--- src/design/cca_pkg.sv ---
// Constants and types for the accessory attach state machine.
// Assumes a 100 MHz system clock and synchronous CC state decoders.
// Overview of operation
// - Debug source states: pull-ups on both CC, watch open, VBUS on, VCONN off.
// - Open on either CC in debug source: source-only to unattached source, else unattached sink.
// - Unoriented debug source moves to oriented when orientation required and detected.
// - Unoriented debug signals only after unoriented entry; oriented ones after oriented entry.
// - Oriented debug source: messaging only after entry and VBUS safe; source/downstream role.
// - Debug sink: VBUS and VCONN off, pull-downs on both CC, debug signals after entry.
// - Debug sink goes to unattached sink once VBUS is gone.
// - Powered accessory orientation latched only at entry from which CC shows sink termination.
// - Powered accessory advertises 1.5 A or 3.0 A on the sink-terminated CC and watches it.
// - Powered accessory turns VCONN on the unused CC within on time; never VBUS.
// - Powered accessory acts as messaging source, downstream data role.
// - Powered or unsupported accessory: monitored CC open goes to unattached sink.
// - Powered accessory goes to trial sink when partner is not a powered accessory.
// - Powered accessory without alternate mode by timeout goes to unsupported accessory.
// - Charge-through capable port goes to charge-through sink on matching identity report.
// - Leaving powered accessory turns VCONN off within off time; toward charge-through sink together with the exit report.
// - Unsupported accessory: default current on the sink-terminated CC, no VBUS or VCONN.
// - Charge-through unattached: isolate ports, host CC pull-up advertising 3.0 A.
// - Charge-through unattached answers only identity queries on the plug channel.
// - Charge-through unattached keeps pull-downs on both charge-through CC pins.
// - One charge-through CC with pull-up goes to await state; lost VCONN goes to unattached sink.
// - Both charge-through CC open for sink share goes to unsupported within transition time.
package cca_pkg;
   localparam int CLK_MHZ = 100;
   // Times in microseconds
   localparam int T_VCONN_ON_US = 2000;
   localparam int T_VCONN_OFF_US = 35;
   localparam int T_AME_TIMEOUT_US = 1000000;
   localparam int T_DRP_SNK_US = 35000;
   localparam int T_DRP_TRANS_US = 1000;
   // Derived cycle counts (exact products, longest fits in CNT_W bits)
   localparam int VCONN_ON_CYC = T_VCONN_ON_US * CLK_MHZ;
   localparam int VCONN_OFF_CYC = T_VCONN_OFF_US * CLK_MHZ;
   localparam int AME_CYC = T_AME_TIMEOUT_US * CLK_MHZ;
   localparam int DRP_SNK_CYC = T_DRP_SNK_US * CLK_MHZ;
   localparam int DRP_TRANS_CYC = T_DRP_TRANS_US * CLK_MHZ;
   localparam int CNT_W = 28;
   // Advertised current codes
   localparam logic [1:0] ADV_OFF = 2'h0;
   localparam logic [1:0] ADV_DEF = 2'h1;
   localparam logic [1:0] ADV_1A5 = 2'h2;
   localparam logic [1:0] ADV_3A0 = 2'h3;

   typedef enum logic [3:0] {
      ST_IDLE = 4'b0000,
      ST_UDBG_SRC = 4'b0001,
      ST_ODBG_SRC = 4'b0010,
      ST_DBG_SNK = 4'b0011,
      ST_PWR_ACC = 4'b0100,
      ST_UNSUP_ACC = 4'b0101,
      ST_CT_UNATT = 4'b0110,
      ST_VCONN_OFF = 4'b0111
   } cca_state_t;

   // Exit codes toward the rest of the machine
   typedef enum logic [2:0] {
      EX_NONE = 3'b000,
      EX_UNATT_SRC = 3'b001,
      EX_UNATT_SNK = 3'b010,
      EX_TRY_SNK = 3'b011,
      EX_CT_UNATT_SNK = 3'b100,
      EX_CT_AWAIT = 3'b101,
      EX_CT_UNSUP = 3'b110
   } cca_exit_t;
endpackage

--- src/design/cca_attach_fsm.sv ---
// Accessory, debug and charge-through attach states of the port machine.
// Assumes CC decoders and VBUS/VCONN comparators are clock synchronous.
`timescale 1ns/100ps
`default_nettype none
module cca_attach_fsm #(
   parameter int AME_CYCLES = cca_pkg::AME_CYC,
   parameter int DRP_SNK_CYCLES = cca_pkg::DRP_SNK_CYC,
   parameter int DRP_TRANS_CYCLES = cca_pkg::DRP_TRANS_CYC
) (
   input wire logic clk,
   input wire logic rst,
   input wire logic enterUdbgSrc,
   input wire logic enterDbgSnk,
   input wire logic enterPwrAcc,
   input wire logic enterCtUnatt,
   input wire logic isDrp,
   input wire logic ctSupport,
   input wire logic adv3a0,
   input wire logic cc1Open,
   input wire logic cc2Open,
   input wire logic cc1Rd,
   input wire logic cc2Rd,
   input wire logic ctCc1Rp,
   input wire logic ctCc2Rp,
   input wire logic ctCc1Open,
   input wire logic ctCc2Open,
   input wire logic orientNeeded,
   input wire logic orientFound,
   input wire logic vbusPresent,
   input wire logic vbusSafe5v,
   input wire logic vconnLow,
   input wire logic notPwrAcc,
   input wire logic altModeDone,
   input wire logic ctIdentity,
   input wire logic sopPrimeBusy,
   input wire logic ctDirected,
   output logic cc1PullUp,
   output logic cc2PullUp,
   output logic cc1PullDown,
   output logic cc2PullDown,
   output logic [1:0] advCurrent,
   output logic vbusOn,
   output logic vconnCc1,
   output logic vconnCc2,
   output logic dbgCommonEn,
   output logic dbgOrientEn,
   output logic pdEnable,
   output logic pdSrcDfp,
   output logic pdSopPrimeOnly,
   output logic hostIsolate,
   output logic hostCcPullUp,
   output logic ctCc1PullDown,
   output logic ctCc2PullDown,
   output logic flipped,
   output logic [2:0] exitCode,
   output logic exitValid
);
   cca_pkg::cca_state_t state_q, state_d;
   cca_pkg::cca_exit_t exit_d, pendExit_q;
   logic flip_q;
   logic timLoad, timExp;
   logic [cca_pkg::CNT_W-1:0] timCount;
   logic ctOpenCnt, ctOpenExp;
   logic [cca_pkg::CNT_W-1:0] ctCnt_q;
   logic ctArmed_q;
   logic [cca_pkg::CNT_W-1:0] trCnt_q;
   logic monOpen, ctOneRp;

   assign monOpen = flip_q ? cc2Open : cc1Open;
   assign ctOneRp = ctCc1Rp ^ ctCc2Rp;

   // both CT pins open for the sink share
   always_ff @(posedge clk) begin
      if (rst || state_q != cca_pkg::ST_CT_UNATT || !(ctCc1Open && ctCc2Open)) begin
         ctCnt_q <= '0;
      end else if (ctCnt_q != DRP_SNK_CYCLES[cca_pkg::CNT_W-1:0]) begin
         ctCnt_q <= ctCnt_q + 1'b1;
      end
   end
   assign ctOpenExp = (ctCnt_q == DRP_SNK_CYCLES[cca_pkg::CNT_W-1:0]);
   assign ctOpenCnt = ctOpenExp || ctDirected;
   always_ff @(posedge clk) begin
      if (rst || state_q != cca_pkg::ST_CT_UNATT || !ctOpenCnt) begin
         ctArmed_q <= 1'b0;
         trCnt_q <= '0;
      end else begin
         ctArmed_q <= 1'b1;
         trCnt_q <= trCnt_q + 1'b1;
      end
   end

   always_comb begin
      timLoad = 1'b0;
      timCount = '0;
      if (state_q != cca_pkg::ST_PWR_ACC && state_d == cca_pkg::ST_PWR_ACC) begin
         timLoad = 1'b1;
         timCount = AME_CYCLES[cca_pkg::CNT_W-1:0];
      end else if (state_q == cca_pkg::ST_PWR_ACC &&
                   state_d == cca_pkg::ST_VCONN_OFF) begin
         timLoad = 1'b1;
         timCount = cca_pkg::VCONN_OFF_CYC[cca_pkg::CNT_W-1:0];
      end
   end

   cca_timer u_timer (
      .clk(clk),
      .rst(rst),
      .load(timLoad),
      .count(timCount),
      .run(state_q == cca_pkg::ST_PWR_ACC),
      .expired(timExp)
   );

   always_comb begin
      state_d = state_q;
      exit_d = cca_pkg::EX_NONE;
      case (state_q)
         cca_pkg::ST_IDLE: begin
            if (enterUdbgSrc) begin
               state_d = cca_pkg::ST_UDBG_SRC;
            end else if (enterDbgSnk) begin
               state_d = cca_pkg::ST_DBG_SNK;
            end else if (enterPwrAcc) begin
               state_d = cca_pkg::ST_PWR_ACC;
            end else if (enterCtUnatt) begin
               state_d = cca_pkg::ST_CT_UNATT;
            end
         end
         cca_pkg::ST_UDBG_SRC, cca_pkg::ST_ODBG_SRC: begin
            if (cc1Open || cc2Open) begin
               state_d = cca_pkg::ST_IDLE;
               exit_d = isDrp ? cca_pkg::EX_UNATT_SNK : cca_pkg::EX_UNATT_SRC;
            end else if (state_q == cca_pkg::ST_UDBG_SRC &&
                         orientNeeded && orientFound) begin
               state_d = cca_pkg::ST_ODBG_SRC;
            end
         end
         cca_pkg::ST_DBG_SNK: begin
            if (!vbusPresent) begin
               state_d = cca_pkg::ST_IDLE;
               exit_d = cca_pkg::EX_UNATT_SNK;
            end
         end
         cca_pkg::ST_PWR_ACC: begin
            if (monOpen) begin
               state_d = cca_pkg::ST_VCONN_OFF;
               exit_d = cca_pkg::EX_UNATT_SNK;
            end else if (ctSupport && ctIdentity && !sopPrimeBusy) begin
               state_d = cca_pkg::ST_IDLE;
               exit_d = cca_pkg::EX_CT_UNATT_SNK;
            end else if (notPwrAcc) begin
               state_d = cca_pkg::ST_VCONN_OFF;
               exit_d = cca_pkg::EX_TRY_SNK;
            end else if (timExp && !altModeDone) begin
               state_d = cca_pkg::ST_VCONN_OFF;
            end
         end
         cca_pkg::ST_VCONN_OFF: begin
            if (pendExit_q == cca_pkg::EX_NONE) begin
               state_d = cca_pkg::ST_UNSUP_ACC;
            end else begin
               state_d = cca_pkg::ST_IDLE;
               exit_d = pendExit_q;
            end
         end
         cca_pkg::ST_UNSUP_ACC: begin
            if (monOpen) begin
               state_d = cca_pkg::ST_IDLE;
               exit_d = cca_pkg::EX_UNATT_SNK;
            end
         end
         cca_pkg::ST_CT_UNATT: begin
            // VCONN lost wins, else one Rp
            if (vconnLow) begin
               state_d = cca_pkg::ST_IDLE;
               exit_d = cca_pkg::EX_UNATT_SNK;
            end else if (ctOneRp) begin
               state_d = cca_pkg::ST_IDLE;
               exit_d = cca_pkg::EX_CT_AWAIT;
            end else if (ctArmed_q) begin
               state_d = cca_pkg::ST_IDLE;
               exit_d = cca_pkg::EX_CT_UNSUP;
            end
         end
         default: begin
            state_d = cca_pkg::ST_IDLE;
         end
      endcase
   end

   always_ff @(posedge clk) begin
      if (rst) begin
         state_q <= cca_pkg::ST_IDLE;
      end else begin
         state_q <= state_d;
      end
   end

   // Exit held while VCONN is turned off; reported one cycle later
   always_ff @(posedge clk) begin
      if (rst) begin
         pendExit_q <= cca_pkg::EX_NONE;
      end else if (state_d == cca_pkg::ST_VCONN_OFF &&
                   state_q == cca_pkg::ST_PWR_ACC) begin
         pendExit_q <= exit_d;
      end
   end

   always_ff @(posedge clk) begin
      if (rst) begin
         exitValid <= 1'b0;
         exitCode <= 3'h0;
      end else begin
         exitValid <= (exit_d != cca_pkg::EX_NONE) &&
                      (state_d != cca_pkg::ST_VCONN_OFF);
         exitCode <= (state_d == cca_pkg::ST_VCONN_OFF) ? 3'h0 : exit_d;
      end
   end

   always_ff @(posedge clk) begin
      if (rst) begin
         flip_q <= 1'b0;
      end else if (state_q == cca_pkg::ST_IDLE &&
                   state_d == cca_pkg::ST_PWR_ACC) begin
         flip_q <= cc2Rd && !cc1Rd;
      end
   end
   always_ff @(posedge clk) begin
      if (rst) begin
         flipped <= 1'b0;
      end else begin
         flipped <= flip_q;
      end
   end

   // Terminations and power switches from the next state
   always_ff @(posedge clk) begin
      if (rst) begin
         cc1PullUp <= 1'b0;
         cc2PullUp <= 1'b0;
         cc1PullDown <= 1'b0;
         cc2PullDown <= 1'b0;
         advCurrent <= cca_pkg::ADV_OFF;
         vbusOn <= 1'b0;
         vconnCc1 <= 1'b0;
         vconnCc2 <= 1'b0;
      end else begin
         cc1PullUp <= 1'b0;
         cc2PullUp <= 1'b0;
         cc1PullDown <= 1'b0;
         cc2PullDown <= 1'b0;
         advCurrent <= cca_pkg::ADV_OFF;
         vbusOn <= 1'b0;
         vconnCc1 <= 1'b0;
         vconnCc2 <= 1'b0;
         case (state_d)
            cca_pkg::ST_UDBG_SRC, cca_pkg::ST_ODBG_SRC: begin
               cc1PullUp <= 1'b1;
               cc2PullUp <= 1'b1;
               advCurrent <= adv3a0 ? cca_pkg::ADV_3A0 : cca_pkg::ADV_DEF;
               vbusOn <= 1'b1;
            end
            cca_pkg::ST_DBG_SNK: begin
               cc1PullDown <= 1'b1;
               cc2PullDown <= 1'b1;
            end
            // advertise on monitored pin; VCONN on other
            cca_pkg::ST_PWR_ACC: begin
               cc1PullUp <= !flipNext();
               cc2PullUp <= flipNext();
               advCurrent <= adv3a0 ? cca_pkg::ADV_3A0 : cca_pkg::ADV_1A5;
               vconnCc1 <= flipNext();
               vconnCc2 <= !flipNext();
            end
            cca_pkg::ST_UNSUP_ACC, cca_pkg::ST_VCONN_OFF: begin
               cc1PullUp <= !flip_q;
               cc2PullUp <= flip_q;
               advCurrent <= cca_pkg::ADV_DEF;
            end
            cca_pkg::ST_CT_UNATT: begin
               advCurrent <= cca_pkg::ADV_3A0;
            end
            default: begin
            end
         endcase
      end
   end

   function automatic logic flipNext();
      flipNext = (state_q == cca_pkg::ST_PWR_ACC) ? flip_q : (cc2Rd && !cc1Rd);
   endfunction

   always_ff @(posedge clk) begin
      if (rst) begin
         dbgCommonEn <= 1'b0;
         dbgOrientEn <= 1'b0;
         pdEnable <= 1'b0;
         pdSrcDfp <= 1'b0;
      end else begin
         dbgCommonEn <= state_q == cca_pkg::ST_UDBG_SRC ||
                        state_q == cca_pkg::ST_ODBG_SRC ||
                        state_q == cca_pkg::ST_DBG_SNK;
         dbgOrientEn <= state_q == cca_pkg::ST_ODBG_SRC;
         pdEnable <= (state_q == cca_pkg::ST_ODBG_SRC && vbusSafe5v) ||
                     state_q == cca_pkg::ST_PWR_ACC ||
                     state_q == cca_pkg::ST_CT_UNATT;
         pdSrcDfp <= state_q == cca_pkg::ST_ODBG_SRC ||
                     state_q == cca_pkg::ST_PWR_ACC;
      end
   end

   // isolation and 3.0 A pull-up; identity only; CT pull-downs
   always_ff @(posedge clk) begin
      if (rst) begin
         hostIsolate <= 1'b0;
         hostCcPullUp <= 1'b0;
         pdSopPrimeOnly <= 1'b0;
         ctCc1PullDown <= 1'b0;
         ctCc2PullDown <= 1'b0;
      end else begin
         hostIsolate <= state_d == cca_pkg::ST_CT_UNATT;
         hostCcPullUp <= state_d == cca_pkg::ST_CT_UNATT;
         pdSopPrimeOnly <= state_d == cca_pkg::ST_CT_UNATT;
         ctCc1PullDown <= state_d == cca_pkg::ST_CT_UNATT;
         ctCc2PullDown <= state_d == cca_pkg::ST_CT_UNATT;
      end
   end

   a_dbg_no_vconn: assert property (@(posedge clk) disable iff (rst)
      state_q == cca_pkg::ST_ODBG_SRC |=> !vconnCc1 && !vconnCc2)
      else $error("VCONN on in debug source");
   a_dbg_open_exit: assert property (@(posedge clk) disable iff (rst)
      (state_q == cca_pkg::ST_UDBG_SRC || state_q == cca_pkg::ST_ODBG_SRC) &&
      (cc1Open || cc2Open) |=> exitValid &&
      exitCode == ($past(isDrp) ? 3'h2 : 3'h1))
      else $error("Debug source open exit wrong");
   a_orient_en: assert property (@(posedge clk) disable iff (rst)
      dbgOrientEn |-> $past(state_q) == cca_pkg::ST_ODBG_SRC)
      else $error("Oriented debug enabled outside state");
   a_snk_vbus_exit: assert property (@(posedge clk) disable iff (rst)
      state_q == cca_pkg::ST_DBG_SNK && !vbusPresent |=> exitValid)
      else $error("Debug sink VBUS loss missed");
   a_pa_no_vbus: assert property (@(posedge clk) disable iff (rst)
      state_q == cca_pkg::ST_PWR_ACC |-> !vbusOn)
      else $error("VBUS driven in powered accessory");
   a_vconn_off: assert property (@(posedge clk) disable iff (rst)
      state_q == cca_pkg::ST_PWR_ACC && state_d == cca_pkg::ST_VCONN_OFF
      |=> ##[0:2] !vconnCc1 && !vconnCc2)
      else $error("VCONN not removed");
   a_ct_vconn: assert property (@(posedge clk) disable iff (rst)
      state_q == cca_pkg::ST_CT_UNATT && vconnLow |=>
      exitValid && exitCode == 3'h2)
      else $error("CT VCONN loss missed");
   a_ct_pulldn: assert property (@(posedge clk) disable iff (rst)
      state_q == cca_pkg::ST_CT_UNATT |-> ctCc1PullDown && ctCc2PullDown)
      else $error("CT pull-downs missing");
   a_ct_trans_bound: assert property (@(posedge clk) disable iff (rst)
      ctArmed_q |-> trCnt_q < DRP_TRANS_CYCLES[cca_pkg::CNT_W-1:0])
      else $error("CT unsupported exit late");
endmodule
`default_nettype wire

--- src/design/cca_timer.sv ---
// Single cycle down counter with load and expiry flag.
// Assumes load and the count value are synchronous to clk.
`timescale 1ns/100ps
`default_nettype none
module cca_timer (
   input wire logic clk,
   input wire logic rst,
   input wire logic load,
   input wire logic [cca_pkg::CNT_W-1:0] count,
   input wire logic run,
   output logic expired
);
   logic [cca_pkg::CNT_W-1:0] cnt_q;
   always_ff @(posedge clk) begin
      if (rst) begin
         cnt_q <= '0;
      end else if (load) begin
         cnt_q <= count;
      end else if (run && cnt_q != '0) begin
         cnt_q <= cnt_q - 1'b1;
      end
   end
   always_ff @(posedge clk) begin
      if (rst || load) begin
         expired <= 1'b0;
      end else begin
         expired <= run && (cnt_q <= 1);
      end
   end
endmodule
`default_nettype wire

--- config.mk ---
export PLATFORM = sky130hd
export DESIGN_NAME = cca_attach_fsm
export DESIGN_NICKNAME = d
export VERILOG_FILES = /design/src/design/cca_pkg.sv /design/src/design/cca_attach_fsm.sv /design/src/design/cca_timer.sv
export SDC_FILE = /design/constraint.sdc
export NUM_CORES = 1
export LEC_CHECK = 0
export ABC_AREA = 0
export ABC_CLOCK_PERIOD_IN_PS = 4400
export BUFFER_PORTS_ARGS = -buffer_cell sky130_fd_sc_hd__buf_2
export CORE_UTILIZATION = 62
export CTS_CLUSTER_SIZE = 12
export DETAILED_ROUTE_END_ITERATION = 10
export HOLD_SLACK_MARGIN = 0.03
export PLACE_DENSITY = 0.84
export SETUP_SLACK_MARGIN = 0.5
export SLEW_MARGIN = 20
export SYNTH_ARGS = -nofsm -noshare
export SYNTH_HDL_FRONTEND = slang
export SYNTH_SLANG_ARGS = --single-unit
--- constraint.sdc ---
create_clock -name clk -period 4.4 [get_ports clk]
set_clock_uncertainty 0.15 [all_clocks]
set_input_delay 0.22 -clock clk [delete_from_list [all_inputs] [get_ports clk]]
set_output_delay 0.22 -clock clk [all_outputs]
set_load 0.02 [all_outputs]
==> impl_metrics.py <==
metrics = {
    "outcome": {
        "outcome": "completed",
    },
    "yosys": {
        "synth_area_um2": 4106,
        "syn_avg_cell_area_um2": 8.502,
        "ys_seq_elements": 84,
        "syn-num-nets": 514,
        "synthAdderAreaFrac_pct": 1.219,
        "synth-xor-area-share_pct": 9.171,
        "synth_top_family_by_area": "simple AND/OR/NAND/NOR gates",
        "netlist-cell-type-count": 61,
        "synth_top_area_cell": "dfxtp_1",
        "syn_inst": 483,
        "synth-compound-area-share_pct": 13.53,
        "ys_top_cells_by_area": "dfxtp_1, xor2_1, nor2_1",
        "synth_mux_area_share_pct": 0.7617,
        "yosys.area_share.simple_pct": 30.41,
        "seq_area_frac_synth_pct": 40.95,
        "synth-edff-count": 0,
        "synth_top_area_share_pct": 40.95,
        "async_flop_share_pct": 0,
        "ys_warn_count": 0,
        "yosys_most_used_dff": "dfxtp_1",
    },
    "setup_path": {
        "path_cells": "nor4b_2 > o21ai_1 > buf_4 > nand2b_1 > o21ai_0",
        "r2r_slack_ps": 1570,
        "cp_max_fo": 19,
        "cp.arrival_ps": 2890,
        "critPathBufInv": 1,
        "cpPeakStageDelay_ps": 720,
        "crit_type": "flop to flop",
        "slowest_stage": "nor4b_2",
        "worst_r2r_path_depth": 5,
        "r2r-start": "state_q[1]$_SDFF_PP0_",
        "cp-end-kind": "flop",
        "r2r-end": "u_timer.cnt_q[13]$_SDFFE_PP0P_",
        "cpLargestDelayFamily": "simple AND/OR/NAND/NOR gates",
        "crit_path_start_kind": "flop",
        "worst_ep_required_time_ps": 4460,
    },
    "route": {
        "drt_iter0_drc": 199,
        "ant_nets": 0,
        "first_pass_iters": 4,
        "wl_per_cell_um": 15.00,
        "wl_mm": 9.135,
        "route.detailed.drc": 0,
        "via_count": 3655,
        "via_per_inst": 6.002,
    },
    "placement": {
        "dp_hpwl_mm": 6.487,
        "gp_congestion": 0.8197,
        "port-buffer-count": 49,
    },
    "sta": {
        "min_period_ps": 2831,
        "period_share_pct": 64.34,
        "whs_ps": 48.63,
        "rsz0062_at_grt": "no",
        "slew_violations": 0,
        "max_freq_mhz": 353.2,
        "setup-violations-final": 0,
        "finalHoldViolations": 0,
        "fin_tns_setup_ps": 0,
        "slew_headroom_pct": 40.84,
        "tightest_slew_ps": 865.1,
    },
    "finish": {
        "drive_above_1_share_pct": 15.79,
        "nFillCells": 494,
        "num-nets-final": 558,
        "final_common_cell": "dfxtp_1",
        "layout_common_cells": "dfxtp_1, nor2_1, buf_2",
        "num_antenna_cells": 0,
        "area_growth_pct": 12.31,
    },
    "grt": {
        "overflow": 0,
        "use_met2_pct": 42.47,
        "met3_usage_pct": 5.268,
        "grt_max_degree": 29,
        "grt_use_met1_pct": 37.36,
        "busiest_layer": "met2",
        "grtUsageTotal_pct": 27.49,
        "grt_pass1_wl_mm": 15.55,
        "antenna_found_initial": 0,
        "grt_pass1_vias": 3419,
    },
    "worst_hold_path": {
        "min_path_type": "input port to flop",
        "hp-start": "vbusSafe5v",
        "hold_depth": 3,
        "min_to": "pdEnable$_SDFF_PP0_",
    },
    "clock_network": {
        "cts_made_buffers": 9,
        "clk_path_buf_depth": 2,
        "cts_setup_buffers": 0,
        "clk_latency_ps": 360,
        "root_buffer": "clkbuf_8",
        "cts_sinks": 84,
        "cts_tree": "done",
        "cts_resized": 0,
        "clk_pin_slew_ps": 80,
        "htreeDepth": 3,
    },
    "floorplan": {
        "die_w_um": 83.39,
        "num_rows": 29,
        "io_pins": 50,
        "die_h_um": 83.39,
        "start_util_pct": 64.30,
        "dieArea_um2": 6953,
        "core_um2": 6386,
    },
    "pwr": {
        "powerDensity_nw_per_um2": 352.7,
        "p_leak_nw": 1.717,
        "ir_drop_mv": 0.2198,
    },
    "flow_run": {
        "cap_viol_max_count": 0,
    },
}
## layer usage
layer  vias up  share of wire (%)
li1       1801                  -
met1      1722                 47
met2       108                 46
met3        24                5.1
met4         0                2.5
met5         -                  0
## cell type report
cell class	instances	area, um2	share of cell area [%]
repair buffers	54	287.8	6.240
well taps	77	96.34	2.089
multi-input cells	367	2271	49.24
inverters	11	41.29	0.8953
clock buffers	10	137.6	2.984
clock inverters	6	96.34	2.089
flip-flops and latches	84	1682	36.46
## state kept, by name (all words and copies together) (netlist names), 2 cells and up
register,cells
advCurrent,2
ctCnt_q,28
exitCode,3
pendExit_q,3
state_q,4
u_timer.cnt_q,28
## Yosys cell counts (10+ instances only)
master	instances
o21ai_0	25
nand2_1	38
and3_1	10
or3_1	14
dfxtp_1	84
nand4_1	10
a21oi_1	25
xor2_1	29
xnor2_1	14
nor3_1	16
inv_1	11
nand3_1	19
nor2_1	61
## where the power goes
group          leakage (nW)  switching [mW]  internal, mW  total [mW]
combinational         0.923           0.118        0.0764       0.194
clock                 0.115           0.290         0.341       0.631
sequential            0.680          0.0224         0.780       0.802
## timing repair
action | in CTS | in global routing
endpoints found under the setup margin | 0 | 0
hold buffers | 2 | 0
hold endpoints to repair | 2 | 0
## tightest hold or removal path: stages
cell and delay [ps]:
buf_2 100, a21oi_1 130, nor4_1 50
## kinds of logic (layout without fill, tap and decap cells)
| kind of cell | count (synthesis) | in the layout |
|---|---|---|
| and+or+nand+nor | 226 | 226 |
| AOI/OAI and AO/OA | 90 | 90 |
| DFF | 84 | 84 |
| xor gates and xnor gates | 43 | 43 |
| buffers and inverters | 32 | 81 |
| adders and majority gates | 4 | 4 |
| muxes | 3 | 3 |
| other | 1 | 1 |
## how the worst max path moves through the flow
stage	from	end	slack [ps]	cells after the start
3_5_place_dp	state_q[1]$_SDFF_PP0_	u_timer.cnt_q[24]$_SDFFE_PP0P_	1620	5
3_3_place_gp	state_q[1]$_SDFF_PP0_	u_timer.cnt_q[21]$_SDFFE_PP0P_	1790	6
2_1_floorplan	ctCnt_q[0]$_SDFFE_PP0N_	ctCnt_q[16]$_SDFFE_PP0N_	2140	9
5_1_grt	state_q[1]$_SDFF_PP0_	u_timer.cnt_q[16]$_SDFFE_PP0P_	1350	5
4_1_cts	state_q[1]$_SDFF_PP0_	u_timer.cnt_q[22]$_SDFFE_PP0P_	1600	5
6_report	state_q[1]$_SDFF_PP0_	u_timer.cnt_q[13]$_SDFFE_PP0P_	1570	5
## metrics by stage
| stage | instance area [um2] | power [mW] | worst slack, ps | util (%) | std cells |
|---|---|---|---|---|---|
| after global placement | 4353 | 1.004 | 1792 | 68.16 | 591 |
| after CTS | 4607 | 1.629 | 1601 | 72.14 | 609 |
| after detailed placement | 4353 | 1.008 | 1625 | 68.16 | 591 |
| after global routing | 4612 | 1.687 | 1348 | 72.22 | 609 |
| final | 4612 | 1.627 | 1569 | 72.22 | 609 |
| after floorplan | 4106 | 0.9560 | 2142 | - | 483 |
(Power assumes the default switching activity.)
